--- src/rtl/alert_cfg_defines.vh ---
/*
 * Constants for the scan select and alert mask register bank.
 * Assumes an 8-bit register port driven by the management bus engine.
 */
`ifndef ALERT_CFG_DEFINES_VH
`define ALERT_CFG_DEFINES_VH

// Register offsets
`define OFS_SINGLE_SELECT 8'h13
`define OFS_PAIR_SELECT 8'h14
`define OFS_FAULT_MASK 8'h15
`define OFS_MAIN_MASK 8'h16
`define OFS_AUX_IN_MASK 8'h17
`define OFS_AUX_IO_MASK 8'h18
`define OFS_METER_CONTROL 8'h84

// Reset values
`define RST_SINGLE_SELECT 8'hFF
`define RST_PAIR_SELECT 8'h0F
`define RST_MASK 8'h00

// Field positions
`define BIT_ENABLE_CHANGED 7
`define BIT_NVM_WRITTEN 6
`define BIT_ALERT_GENERATED 3

// Synchroniser depth for pin inputs
`define SYNC_STAGES 2

`endif

--- src/rtl/alert_cfg_bank.v ---
/*
 * Scan channel select and alert enable mask registers of the monitor.
 * Holds six read/write configuration bytes, gates monitor events with
 * the masks into one alert pulse and keeps the sticky alert flag.
 * Assumes an 8-bit register port from the management bus engine on the
 * same clock, and event pulses from fault and ADC logic on this clock.
 * The board enable pin is asynchronous and is synchronised here.
 * Event inputs are one-cycle pulses; a source held high alerts again on
 * every cycle that it stays high while enabled.
 * The host clears the sticky flag by writing zero to its bit; an alert in
 * the same cycle as that clear wins, so no alert is ever lost.
 * While the clock enable is low every register, the pin synchroniser
 * included, holds its value and no request is taken.
 * The enable change detector needs three enabled edges after reset.
 */
`timescale 1ns/1ns
`default_nettype none
`include "alert_cfg_defines.vh"
module alert_cfg_bank #(
    parameter DATA_W = 8
) (
    input wire ref_clk_i,
    input wire reset_i,
    input wire ce_i,
    // Register port from the bus engine
    // Reads answer one cycle later; writes land on the strobe edge
    input wire [7:0] reg_addr_i,
    input wire [DATA_W-1:0] reg_wdata_i,
    input wire reg_wr_i,
    input wire reg_rd_i,
    output reg [DATA_W-1:0] reg_rdata_o,
    output reg reg_rvalid_o,
    // Monitor events, one-cycle pulses
    // Each bit lines up with its enable bit in the mask registers
    input wire [7:0] fault_event_i,
    input wire [5:0] main_threshold_event_i,
    input wire nvm_written_i,
    input wire [7:0] aux_in_threshold_event_i,
    input wire [7:0] aux_io_threshold_event_i,
    // Board enable pin, asynchronous
    // Any change of level is an event once the detector is armed
    input wire board_enable_n_i,
    // Scan selections to the conversion sequencer
    // Each follows its select register one cycle later
    output reg [3:0] aux_analog_input_scan_o,
    output reg [3:0] aux_analog_io_pin_scan_o,
    output reg [3:0] pair_scan_o,
    output reg [3:0] sense_drain_scan_o,
    // Masks to the alert logic
    // Copies of the mask registers for the downstream alert logic
    output reg [7:0] fault_alert_mask_o,
    output reg [7:0] main_alert_mask_o,
    output reg [7:0] aux_in_alert_mask_o,
    output reg [7:0] aux_io_alert_mask_o,
    // Alert outputs
    // Pulse per cycle with any enabled event; flag until cleared
    output reg alert_pulse_o,
    output reg alert_generated_o
);
    // Number of maskable event sources
    // Fault 8, enable change 1, memory write 1, main 6, aux in 8, aux io 8
    localparam N_EV = 32;
    // Edges after reset before the enable change detector trusts history
    localparam ARM_STAGES = 3;

    // Address match, used by write and read paths
    function addr_hit;
        input [7:0] addr;
        input [7:0] ofs;
        begin
            // Exact byte compare, so no offset aliases another
            addr_hit = (addr == ofs);
        end
    endfunction

    // Configuration registers
    // Scan enables for single-ended inputs and io pins
    reg [7:0] single_select_r;
    // Scan enables for differential pairs, sense and drain
    reg [7:0] pair_select_r;
    // Alert enables for the fault sources
    reg [7:0] fault_mask_r;
    // Alert enables for pin change, memory write and main thresholds
    reg [7:0] main_mask_r;
    // Alert enables for the analog input thresholds
    reg [7:0] aux_in_mask_r;
    // Alert enables for the io pin thresholds
    reg [7:0] aux_io_mask_r;
    // Sticky alert flag and its next value
    reg alert_generated_r;
    reg alert_generated_nxt;
    // Previous synchronised enable level
    reg enable_prev_r;
    // Arming shift register; the detector stays quiet until the
    // synchroniser and the previous level hold real pin samples, since
    // both leave reset low while the idle pin sits high
    reg [ARM_STAGES-1:0] enable_primed_r;
    // Read data mux output
    reg [7:0] read_mux;
    // Read data padded above the byte, cut back to the port width
    wire [DATA_W+7:0] read_pad;

    // Synchronised enable pin level
    // Only the second synchroniser stage is ever read here
    wire enable_level;
    // Enable pin changed state this cycle
    wire enable_changed;
    // Raw event and mask vectors, index order matches each other
    wire [N_EV-1:0] event_vec;
    wire [N_EV-1:0] mask_vec;
    // Per-event enabled hits
    wire [N_EV-1:0] hit_vec;
    // Any enabled event this cycle
    wire any_alert;
    // Host clears the sticky flag this cycle
    wire clear_req;

    // Pin synchroniser for the board enable input
    // The pin is active low; either direction of change is an event
    pin_sync #(
        .WIDTH(1)
    ) u_enable_sync (
        .ref_clk_i(ref_clk_i),
        .reset_i(reset_i),
        .ce_i(ce_i),
        .pin_i(board_enable_n_i),
        .level_o(enable_level)
    );

    // Change detect on the synchronised level, quiet until armed
    assign enable_changed = enable_primed_r[ARM_STAGES-1]
        & (enable_level ^ enable_prev_r);

    // Track the last seen enable level
    always @(posedge ref_clk_i) begin
        if (reset_i) begin
            // Forget history; arming starts again
            enable_prev_r <= 1'b0;
            enable_primed_r <= {ARM_STAGES{1'b0}};
        end else if (ce_i) begin
            // Keep this level and shift one more arming stage in
            enable_prev_r <= enable_level;
            enable_primed_r <= {enable_primed_r[ARM_STAGES-2:0], 1'b1};
        end
    end

    // Events in register bit order, masks in the same order
    // Bit 31 is the external fault, bit 0 the io pin 4 low threshold
    assign event_vec = {
        fault_event_i,
        enable_changed,
        nvm_written_i,
        main_threshold_event_i,
        aux_in_threshold_event_i,
        aux_io_threshold_event_i
    };
    // Mask bits taken in the same order as the event bits
    assign mask_vec = {
        fault_mask_r,
        main_mask_r,
        aux_in_mask_r,
        aux_io_mask_r
    };

    // Gate each event with its enable bit
    // One gate per source keeps each enable traceable bit by bit
    genvar gi;
    generate
        for (gi = 0; gi < N_EV; gi = gi + 1) begin : g_gate
            assign hit_vec[gi] = event_vec[gi] & mask_vec[gi];
        end
    endgenerate

    // Only enabled events count
    // A disabled source can neither pulse nor set the flag
    assign any_alert = |hit_vec;

    // Writing zero to the flag bit clears it
    // Writing one there leaves the flag alone
    assign clear_req = reg_wr_i
        & addr_hit(reg_addr_i, `OFS_METER_CONTROL)
        & ~reg_wdata_i[`BIT_ALERT_GENERATED];

    // Sticky flag: a new alert wins over a clear in the same cycle
    always @* begin
        // Hold by default
        alert_generated_nxt = alert_generated_r;
        if (any_alert) begin
            // Any enabled event sets the flag
            alert_generated_nxt = 1'b1;
        end else if (clear_req) begin
            // Host clear only takes effect when no enabled event arrives
            alert_generated_nxt = 1'b0;
        end
    end

    // Register writes, decoded per offset
    always @(posedge ref_clk_i) begin
        if (reset_i) begin
            // Defaults: every scan on except the pairs, no alerts
            single_select_r <= `RST_SINGLE_SELECT;
            pair_select_r <= `RST_PAIR_SELECT;
            fault_mask_r <= `RST_MASK;
            main_mask_r <= `RST_MASK;
            aux_in_mask_r <= `RST_MASK;
            aux_io_mask_r <= `RST_MASK;
        end else if (ce_i && reg_wr_i) begin
            // Writes to unmapped offsets fall through and change nothing
            if (addr_hit(reg_addr_i, `OFS_SINGLE_SELECT)) begin
                // Io pins high nibble, analog inputs low nibble
                single_select_r <= reg_wdata_i[7:0];
            end else if (addr_hit(reg_addr_i, `OFS_PAIR_SELECT)) begin
                // Differential pairs high nibble, sense and drain low
                pair_select_r <= reg_wdata_i[7:0];
            end else if (addr_hit(reg_addr_i, `OFS_FAULT_MASK)) begin
                // One enable per fault source
                fault_mask_r <= reg_wdata_i[7:0];
            end else if (addr_hit(reg_addr_i, `OFS_MAIN_MASK)) begin
                // Pin change, memory write and main thresholds
                main_mask_r <= reg_wdata_i[7:0];
            end else if (addr_hit(reg_addr_i, `OFS_AUX_IN_MASK)) begin
                // High/low pair per analog input, input 1 on top
                aux_in_mask_r <= reg_wdata_i[7:0];
            end else if (addr_hit(reg_addr_i, `OFS_AUX_IO_MASK)) begin
                // High/low pair per io pin, pin 1 on top
                aux_io_mask_r <= reg_wdata_i[7:0];
            end
        end
    end

    // Read mux; unmapped offsets and foreign bits read as zero
    always @* begin
        read_mux = 8'h00;
        if (addr_hit(reg_addr_i, `OFS_SINGLE_SELECT)) begin
            // Single-ended scan enables
            read_mux = single_select_r;
        end else if (addr_hit(reg_addr_i, `OFS_PAIR_SELECT)) begin
            // Pair, sense and drain scan enables
            read_mux = pair_select_r;
        end else if (addr_hit(reg_addr_i, `OFS_FAULT_MASK)) begin
            // Fault alert enables
            read_mux = fault_mask_r;
        end else if (addr_hit(reg_addr_i, `OFS_MAIN_MASK)) begin
            // Main alert enables
            read_mux = main_mask_r;
        end else if (addr_hit(reg_addr_i, `OFS_AUX_IN_MASK)) begin
            // Analog input alert enables
            read_mux = aux_in_mask_r;
        end else if (addr_hit(reg_addr_i, `OFS_AUX_IO_MASK)) begin
            // Io pin alert enables
            read_mux = aux_io_mask_r;
        end else if (addr_hit(reg_addr_i, `OFS_METER_CONTROL)) begin
            // Only the sticky flag lives here; other bits read zero
            read_mux[`BIT_ALERT_GENERATED] = alert_generated_r;
        end
    end

    // Zero bits above the byte when the data path is wider
    assign read_pad = {{DATA_W{1'b0}}, read_mux};

    // Status, read answer and outputs, all registered
    always @(posedge ref_clk_i) begin
        if (reset_i) begin
            // Flag, pulse and read port start idle
            alert_generated_r <= 1'b0;
            alert_generated_o <= 1'b0;
            alert_pulse_o <= 1'b0;
            reg_rdata_o <= {DATA_W{1'b0}};
            reg_rvalid_o <= 1'b0;
            // Scan outputs match the select register defaults
            aux_analog_input_scan_o <= 4'hF;
            aux_analog_io_pin_scan_o <= 4'hF;
            pair_scan_o <= 4'h0;
            sense_drain_scan_o <= 4'hF;
            // Mask outputs match the mask register defaults
            fault_alert_mask_o <= 8'h00;
            main_alert_mask_o <= 8'h00;
            aux_in_alert_mask_o <= 8'h00;
            aux_io_alert_mask_o <= 8'h00;
        end else if (ce_i) begin
            // Flag copy and output both take the same next value
            alert_generated_r <= alert_generated_nxt;
            alert_generated_o <= alert_generated_nxt;
            alert_pulse_o <= any_alert;
            // One answer per read strobe
            reg_rvalid_o <= reg_rd_i;
            // Read data holds its last value between reads
            if (reg_rd_i) begin
                reg_rdata_o <= read_pad[DATA_W-1:0];
            end
            // Scan selections follow the select registers
            aux_analog_input_scan_o <= single_select_r[3:0];
            aux_analog_io_pin_scan_o <= single_select_r[7:4];
            pair_scan_o <= pair_select_r[7:4];
            sense_drain_scan_o <= pair_select_r[3:0];
            // Masks follow the mask registers
            fault_alert_mask_o <= fault_mask_r;
            main_alert_mask_o <= main_mask_r;
            aux_in_alert_mask_o <= aux_in_mask_r;
            aux_io_alert_mask_o <= aux_io_mask_r;
        end
    end
endmodule
`default_nettype wire

--- src/rtl/pin_sync.v ---
/*
 * Two-stage synchroniser for asynchronous pin levels.
 * Assumes the input is a slow level; no pulse stretching is done.
 */
`timescale 1ns/1ns
`default_nettype none
module pin_sync #(
    parameter WIDTH = 1
) (
    input wire ref_clk_i,
    input wire reset_i,
    input wire ce_i,
    input wire [WIDTH-1:0] pin_i,
    output wire [WIDTH-1:0] level_o
);
    // First stage, read only by the second stage
    reg [WIDTH-1:0] meta_r;
    // Second stage, safe to use
    reg [WIDTH-1:0] stable_r;

    // Shift the pin through both stages
    always @(posedge ref_clk_i) begin
        if (reset_i) begin
            meta_r <= {WIDTH{1'b0}};
            stable_r <= {WIDTH{1'b0}};
        end else if (ce_i) begin
            meta_r <= pin_i;
            stable_r <= meta_r;
        end
    end

    assign level_o = stable_r;
endmodule
`default_nettype wire
--- config.mk ---
export PLATFORM = sky130hd
export DESIGN_NAME = alert_cfg_bank
export DESIGN_NICKNAME = d
export VERILOG_FILES = /design/src/rtl/alert_cfg_bank.v /design/src/rtl/pin_sync.v
export VERILOG_INCLUDE_DIRS = /design/src /design/src/rtl
export SDC_FILE = /design/constraint.sdc
export NUM_CORES = 1
export LEC_CHECK = 0
export ABC_CLOCK_PERIOD_IN_PS = 4000
export BUFFER_PORTS_ARGS = -buffer_cell sky130_fd_sc_hd__buf_2
export CORE_MARGIN = 5
export CORE_UTILIZATION = 35
export CTS_BUF_LIST = sky130_fd_sc_hd__clkbuf_4 sky130_fd_sc_hd__clkbuf_8 sky130_fd_sc_hd__clkbuf_16
export DETAILED_ROUTE_END_ITERATION = 16
export SYNTH_ARGS = -nofsm -noshare
export SYNTH_HDL_FRONTEND = slang
export SYNTH_SLANG_ARGS = --single-unit
--- constraint.sdc ---
create_clock -name ref_clk_i -period 4 [get_ports ref_clk_i]
set_input_delay 0.2 -clock ref_clk_i [delete_from_list [all_inputs] [get_ports ref_clk_i]]
set_output_delay 0.2 -clock ref_clk_i [all_outputs]
set_load 0.02 [all_outputs]
==> impl_results.md, run 1 <==
* Post-Syn Area per Cell at 10.1 um^2
* Worst endpoint required time at roughly 4.3 ns
* DIE WIDTH at around 130 um
* Post-route ant nets at 0
* Hold buffers post-CTS at 0
* Drt pass-1 iters at 5
* Final min period at 2.16 ns
* Final slew viol count at 0
* Peak VDD IR at 0.249 mV
* Vias per inst at roughly 5.2
* Number of global-route vias before repair at 3994
* Worst min path class: in -> reg
* Total Routing Usage GR at a little under a fifth
* Count of cell types in the netlist at 42
* Final Cell Area at 5980 um^2
* Row count at 42
* Int Pwr at 2090 uW
* Synthesized cell area at 4760 um^2
* Clk slew on worst S/H paths at around 0.050 ns
* Total wire length at 14.4 mm
* Yosys top cell by area: dfxtp_1
* Kind of critical path: in -> reg
* Largest net degree at the start of global routing at 115
* Port bufs at 111
* Worst-skew pair later-pin latency at 0.41 ns
* Sequential share of power at between 40% and 50%
* Outcome: finished clean
* Seq/Total Area, Yosys at 47.5%
* GRT overflow at 0
* Post-synth ARST share at 0%
* Switch share at between 20 and 25%
* Final WS setup at 1.84 ns
* Final Hold Vio Count at 0
* Psw at between 600 and 700 uW
* Filler cells at 1287
* Wire per inst at 18.9 um
* Worst Setup Start Kind: primary input
* Starting Density at 35.8%
* Die area at about 16000 um^2
* Total power at approximately 2700 uW
* Most frequent cells in the layout: 113 x dfxtp_1, 109 x buf_2, 91 x nor2_1
* Core area at 13300 um^2
* Vias at 3981
* Max-cap violations at 0
* LEAKAGE at 0.00245 uW
* # setup viols final at 0
* RSZ-0062 raised after global routing: false
* First-pass GRT wire length at about 23 mm
* Placed inst area at 5430 um^2
* Fin nets at 625
* DP Worst Slack at 1.40 ns
* Post-Syn Instances at 473
* Post-synthesis register bit count at 113
* Commonest non-fill, non-tap cell in the layout: dfxtp_1
* Pwr per Cell Area at about 450 nW/um^2
* Starting DRC count in detailed routing at 359
* Largest buffer count on any clock path at 2
* Slew @ Worst Pin at 1.20 ns
* Die height at 127 um
* Predominant post-synthesis flop cell: dfxtp_1
* Worst EP arrival at 2.44 ns
* CTS root buffer: clkbuf_16
* CTS tree: yes
* Dpl hpwl at a little over 10 mm
* Clock Power Share at 51.2%
* DRC viols at 0
* Max Clk Rate at 0.464 GHz
* Warnings, synthesis at 0
* Area delta synth->final at 25.6%
* Top-area cell type share of the netlist area at 47.5%
* Clk sinks at around 110
* Clk_skew at 0.00811 ns
* I/O pins at around 110
* Fin Setup TNS at 0 ns
* Post-cts resize count at 0
* Max-Slew Margin vs Limit at 19.9%
* Num CTS Buffers at 17
* Top post-synthesis cells by area: dfxtp_1 47%, mux2i_1 16%, nor2_1 7.2%
* Layout cells sized above 1 at 28.3%
* Comb power frac at 6.2%
* CP Capture Type: flip-flop
* Post-synth EDFFs at 0
* Post-CTS setup buffer count at 0
* Routability Congestion at 0.848
* Antenna violations before repair at 0
* H-tree depth at 4
* Mapped Nets at between 500 and 600
* Reg-to-reg slack, setup at about 2.4 ns
* Antenna Cells at 0
* Period utilization at between 50% and 60%
* Crit Path Max Fanout at 41
## power by group through the flow
stage	Clock, uW	Combinational, uW	Sequential, uW
after global placement	0	165	1170
after floorplan	0	85.9	1180
after detailed placement	0	167	1170
final	1380	167	1150
after global routing	1460	181	1150
after CTS	1400	168	1150
## sequential cells by signal (all words and copies together), names as in the netlist
name                      cells
aux_io_mask_r                 8
alert_generated_r             1
pair_select_r                 8
pair_scan_o                   4
reg_rvalid_o                  1
single_select_r               8
u_enable_sync.meta_r          1
main_alert_mask_o             8
fault_alert_mask_o            8
aux_analog_input_scan_o       4
aux_analog_io_pin_scan_o      4
enable_prev_r                 1
aux_in_alert_mask_o           8
aux_in_mask_r                 8
enable_primed_r               3
aux_io_alert_mask_o           8
fault_mask_r                  8
reg_rdata_o                   8
alert_pulse_o                 1
sense_drain_scan_o            4
main_mask_r                   8
u_enable_sync.level_o         1
## area by class of cell
cell class	count	area (um^2)	share of cell area [%]
Inverter	1	3.75	0.0627
Clock buffer	26	524	8.76
Sequential cell	113	2260	37.8
Timing Repair Buffer	114	583	9.74
Tap cell	176	220	3.68
Clock inverter	5	27.5	0.460
Multi-Input combinational cell	325	2360	39.5
## synthesized netlist by cell type, drive strengths merged (2+ instances only)
cell type / number
nand2: 3
o221ai: 4
or4: 5
mux2: 7
nand4: 3
nand3b: 7
a211o: 24
or3: 2
a22oi: 21
o211ai: 3
nor2b: 25
buf: 9
mux2i: 77
clkbuf: 25
nor3: 2
a211oi: 2
a311oi: 2
a22o: 7
nand2b: 2
dfxtp: 113
a21oi: 15
nor4: 7
or3b: 2
or2: 3
nor2: 91
## through the flow
stage / cells / util [%] / hold WS (ns)
floorplan: 473 / - / 0.318
global placement: 729 / 40.9 / 0.448
detailed placement: 729 / 40.9 / 0.459
CTS: 760 / 45.0 / 0.0274
global route: 760 / 45.0 / 0.0664
finish: 760 / 45.0 / 0.0392
## worst max-delay path: stages
cell and delay (ns):
buf_4 0.45, nand2_1 0.48, nor4_4 0.89, nor2b_1 0.12
a211o_1 0.29
## worst paths after layout
path,from,endpoint,depth (start not counted)
max,ce_i,single_select_r[5],5
min,board_enable_n_i,u_enable_sync.meta_r,3
max reg2reg,main_mask_r[1],alert_pulse_o,4
min reg2reg,reg_rvalid_o,reg_rvalid_o,2
## cells by family after synthesis
kind of cell    after synthesis  synth area share [%]
compound gates               83                  13.4
xor+xnor                      1                 0.184
mux                          85                  18.3
flops                       113                  47.5
simple gates                156                  17.6
buf+inv                      35                  3.02
## routing by layer
layer	share of wire (%)	vias up	global-route usage, %
met2	45	152	27.5
li1	-	1906	-
met1	47	1903	24.5
met3	6.7	20	5.04
met5	0	-	0
met4	1.8	0	6.50
Note: power is estimated with default switching activity, not from simulation.
==> run 2, diff against run 1 <==
ABC_CLOCK_PERIOD_IN_PS = 2150   (was 4000)
clock period = 2.15 ns   (was 4 ns; I/O delays follow)
==> impl_results.md, run 2 (synthesis results as in run 1) <==
* Worst min path class: in -> reg
* CTS root buffer: clkbuf_16
* Kind of critical path: in -> reg
* CTS tree: yes
* Cell Count, Final, Fillers Out at 776 (+2.1%)
* Antenna Cells at 0 (unchanged)
* Worst EP arrival at 2.10 ns (-0.34 ns)
* Number of global-route vias before repair at 4043 (+1.2%)
* CP max stage cell: dlygate4sd3_1
* Peak VDD IR at 0.514 mV (+110%)
* Vias per inst at 5.21 (-0.59%)
* Area of the multi-input gates at 2360 um^2 (unchanged)
* Vias at 4041 (+1.5%)
* Wire per inst at 18.6 um (-1.6%)
* Post-route ant nets at 0 (unchanged)
* DIE WIDTH at 127 um (unchanged)
* # setup viols final at 0 (unchanged)
* Max-Slew Margin vs Limit at 44.7% (+25 points)
* Total wire length at 14.5 mm (+0.51%)
* Starting DRC count in detailed routing at 256 (-29%)
* LEAKAGE at 0.00255 uW (+4.2%)
* Row count at 42 (unchanged)
* Met2 Usage GRT at 27.8% (+0.34 points)
* CP top delay family: buffers and inverters
* Final min period at 1.80 ns
* Antenna violations before repair at 0 (unchanged)
* Area delta synth->final at 29.2%
* Post-cts resize count at 0 (unchanged)
* Pwr per Cell Area at 850 nW/um^2 (+89%)
* Fin nets at 641 (+2.6%)
* Max Clk Rate at 0.556 GHz
* Die area at 16000 um^2 (unchanged)
* Total Routing Usage GR at 18.1% (+0.043 points)
* First-pass GRT wire length at 22.4 mm (-0.68%)
* Worst-skew pair later-pin latency at 0.42 ns (about the same)
* Worst endpoint required time at 2.45 ns (-1.84 ns)
* Most used routing layer: met2
* Period utilization at a little over four fifths
* Commonest non-fill, non-tap cell in the layout: dfxtp_1
* Fin Setup TNS at 0 ns (unchanged)
* Crit Path Max Fanout at 16 (-61%)
* CP Cell Sequence: dlygate4sd3_1 -> buf_4 -> nand2_1 -> nor4_4 -> buf_4 -> nor2b_1 -> a211o_1
* Layout cells sized above 1 at 29.8% (+1.6 points)
* I/O pins at 112 (unchanged)
* Dpl hpwl at 10.3 mm (+1.5%)
* Core area at 13300 um^2 (unchanged)
* Clk_skew at 0.00680 ns (-0.00131 ns)
* Largest net degree at the start of global routing at 80 (-30%)
* Most frequent cells in the layout: 113 x dfxtp_1, 109 x buf_2, 91 x nor2_1
* Drt pass-1 iters at 5 (unchanged)
* Starting Density at 35.8% (unchanged)
* Port bufs at 111 (unchanged)
* DRC viols at 0 (unchanged)
* Slew @ Worst Pin at 0.829 ns (-0.372 ns)
* Final slew viol count at 0 (unchanged)
* RSZ-0062 raised after global routing: false
* Num CTS Buffers at 17 (unchanged)
* Register area at 2260 um^2 (unchanged)
* Final Hold Vio Count at 0 (unchanged)
* Filler cells at 1257 (-2.3%)
* Crit path largest cell delay at 0.53 ns (-0.36 ns)
* Clk sinks at 113 (unchanged)
* Met1 Use GR at 23.4% (-1.1 points)
* Outcome: finished clean
* Die height at 127 um (unchanged)
* Clk slew on worst S/H paths at 0.05 ns (about the same)
* Routability Congestion at 0.901 (+6.2%)
* Grt met3 use at 6.77% (+1.7 points)
* CP Capture Type: flip-flop
* H-tree depth at 4 (unchanged)
* Post-Place Cells at 743 (+1.9%)
* Core Util, Final at 46.3% (+1.3 points)
* Max-cap violations at 0 (unchanged)
* Largest buffer count on any clock path at 2 (unchanged)
* Most used cell, CP: buf_4
* GRT overflow at 0 (unchanged)
* Worst Setup Start Kind: primary input
* Buffer and inverter count on the worst path at 3 (+2)
==> run 2: path summary, 6_finish.rpt <==
path	startpoint	to	slack, ns	cells after the start
hold reg to reg	reg_rvalid_o	reg_rvalid_o	0.47	2
hold / removal	reg_wdata_i[7]	single_select_r[7]	0.03	2
setup reg to reg	aux_in_mask_r[7]	alert_generated_r	0.53	4
setup / recovery	ce_i	single_select_r[2]	0.35	7
==> run 2: stage by stage <==
| step | power [uW] | cell area [um^2] | hold slack [ns] | worst slack, ns |
|---|---|---|---|---|
| 2_1_floorplan | 2360 | 4760 | 0.225 | 0.404 |
| 4_1_cts | 5280 | 6150 | 0.00251 | 0.351 |
| 3_3_place_gp | 2500 | 5550 | 0.350 | 0.275 |
| 3_5_place_dp | 2500 | 5550 | 0.372 | 0.217 |
| 6_report | 5230 | 6150 | 0.0255 | 0.353 |
| 5_1_grt | 5420 | 6150 | 0.00692 | 0.245 |
==> run 2: area by class of cell <==
class / instances / area share, %
tap: 176 / 3.58
inverter: 1 / 0.0610
clock inverter: 6 / 1.30
clock buffer: 25 / 8.19
multi-input combinational: 325 / 38.4
sequential: 113 / 36.8
timing repair buffer: 130 / 11.7
==> run 2: what timing repair did <==
action	4_1_cts	5_1_grt
hold endpoints to repair	2	0
buffers inserted	0	0
hold buffers	2	0
==> run 2: routing by layer <==
metal | share of wire [%] | vias to the layer above
li1 | - | 1946
met2 | 45 | 150
met3 | 7.5 | 22
met1 | 46 | 1923
met4 | 1.6 | 0
met5 | 0 | -
==> run 2: where the power goes <==
| part | switching, uW | internal (uW) |
|---|---|---|
| Sequential | 14.5 | 2120 |
| Clock | 922 | 1840 |
| Combinational | 204 | 122 |
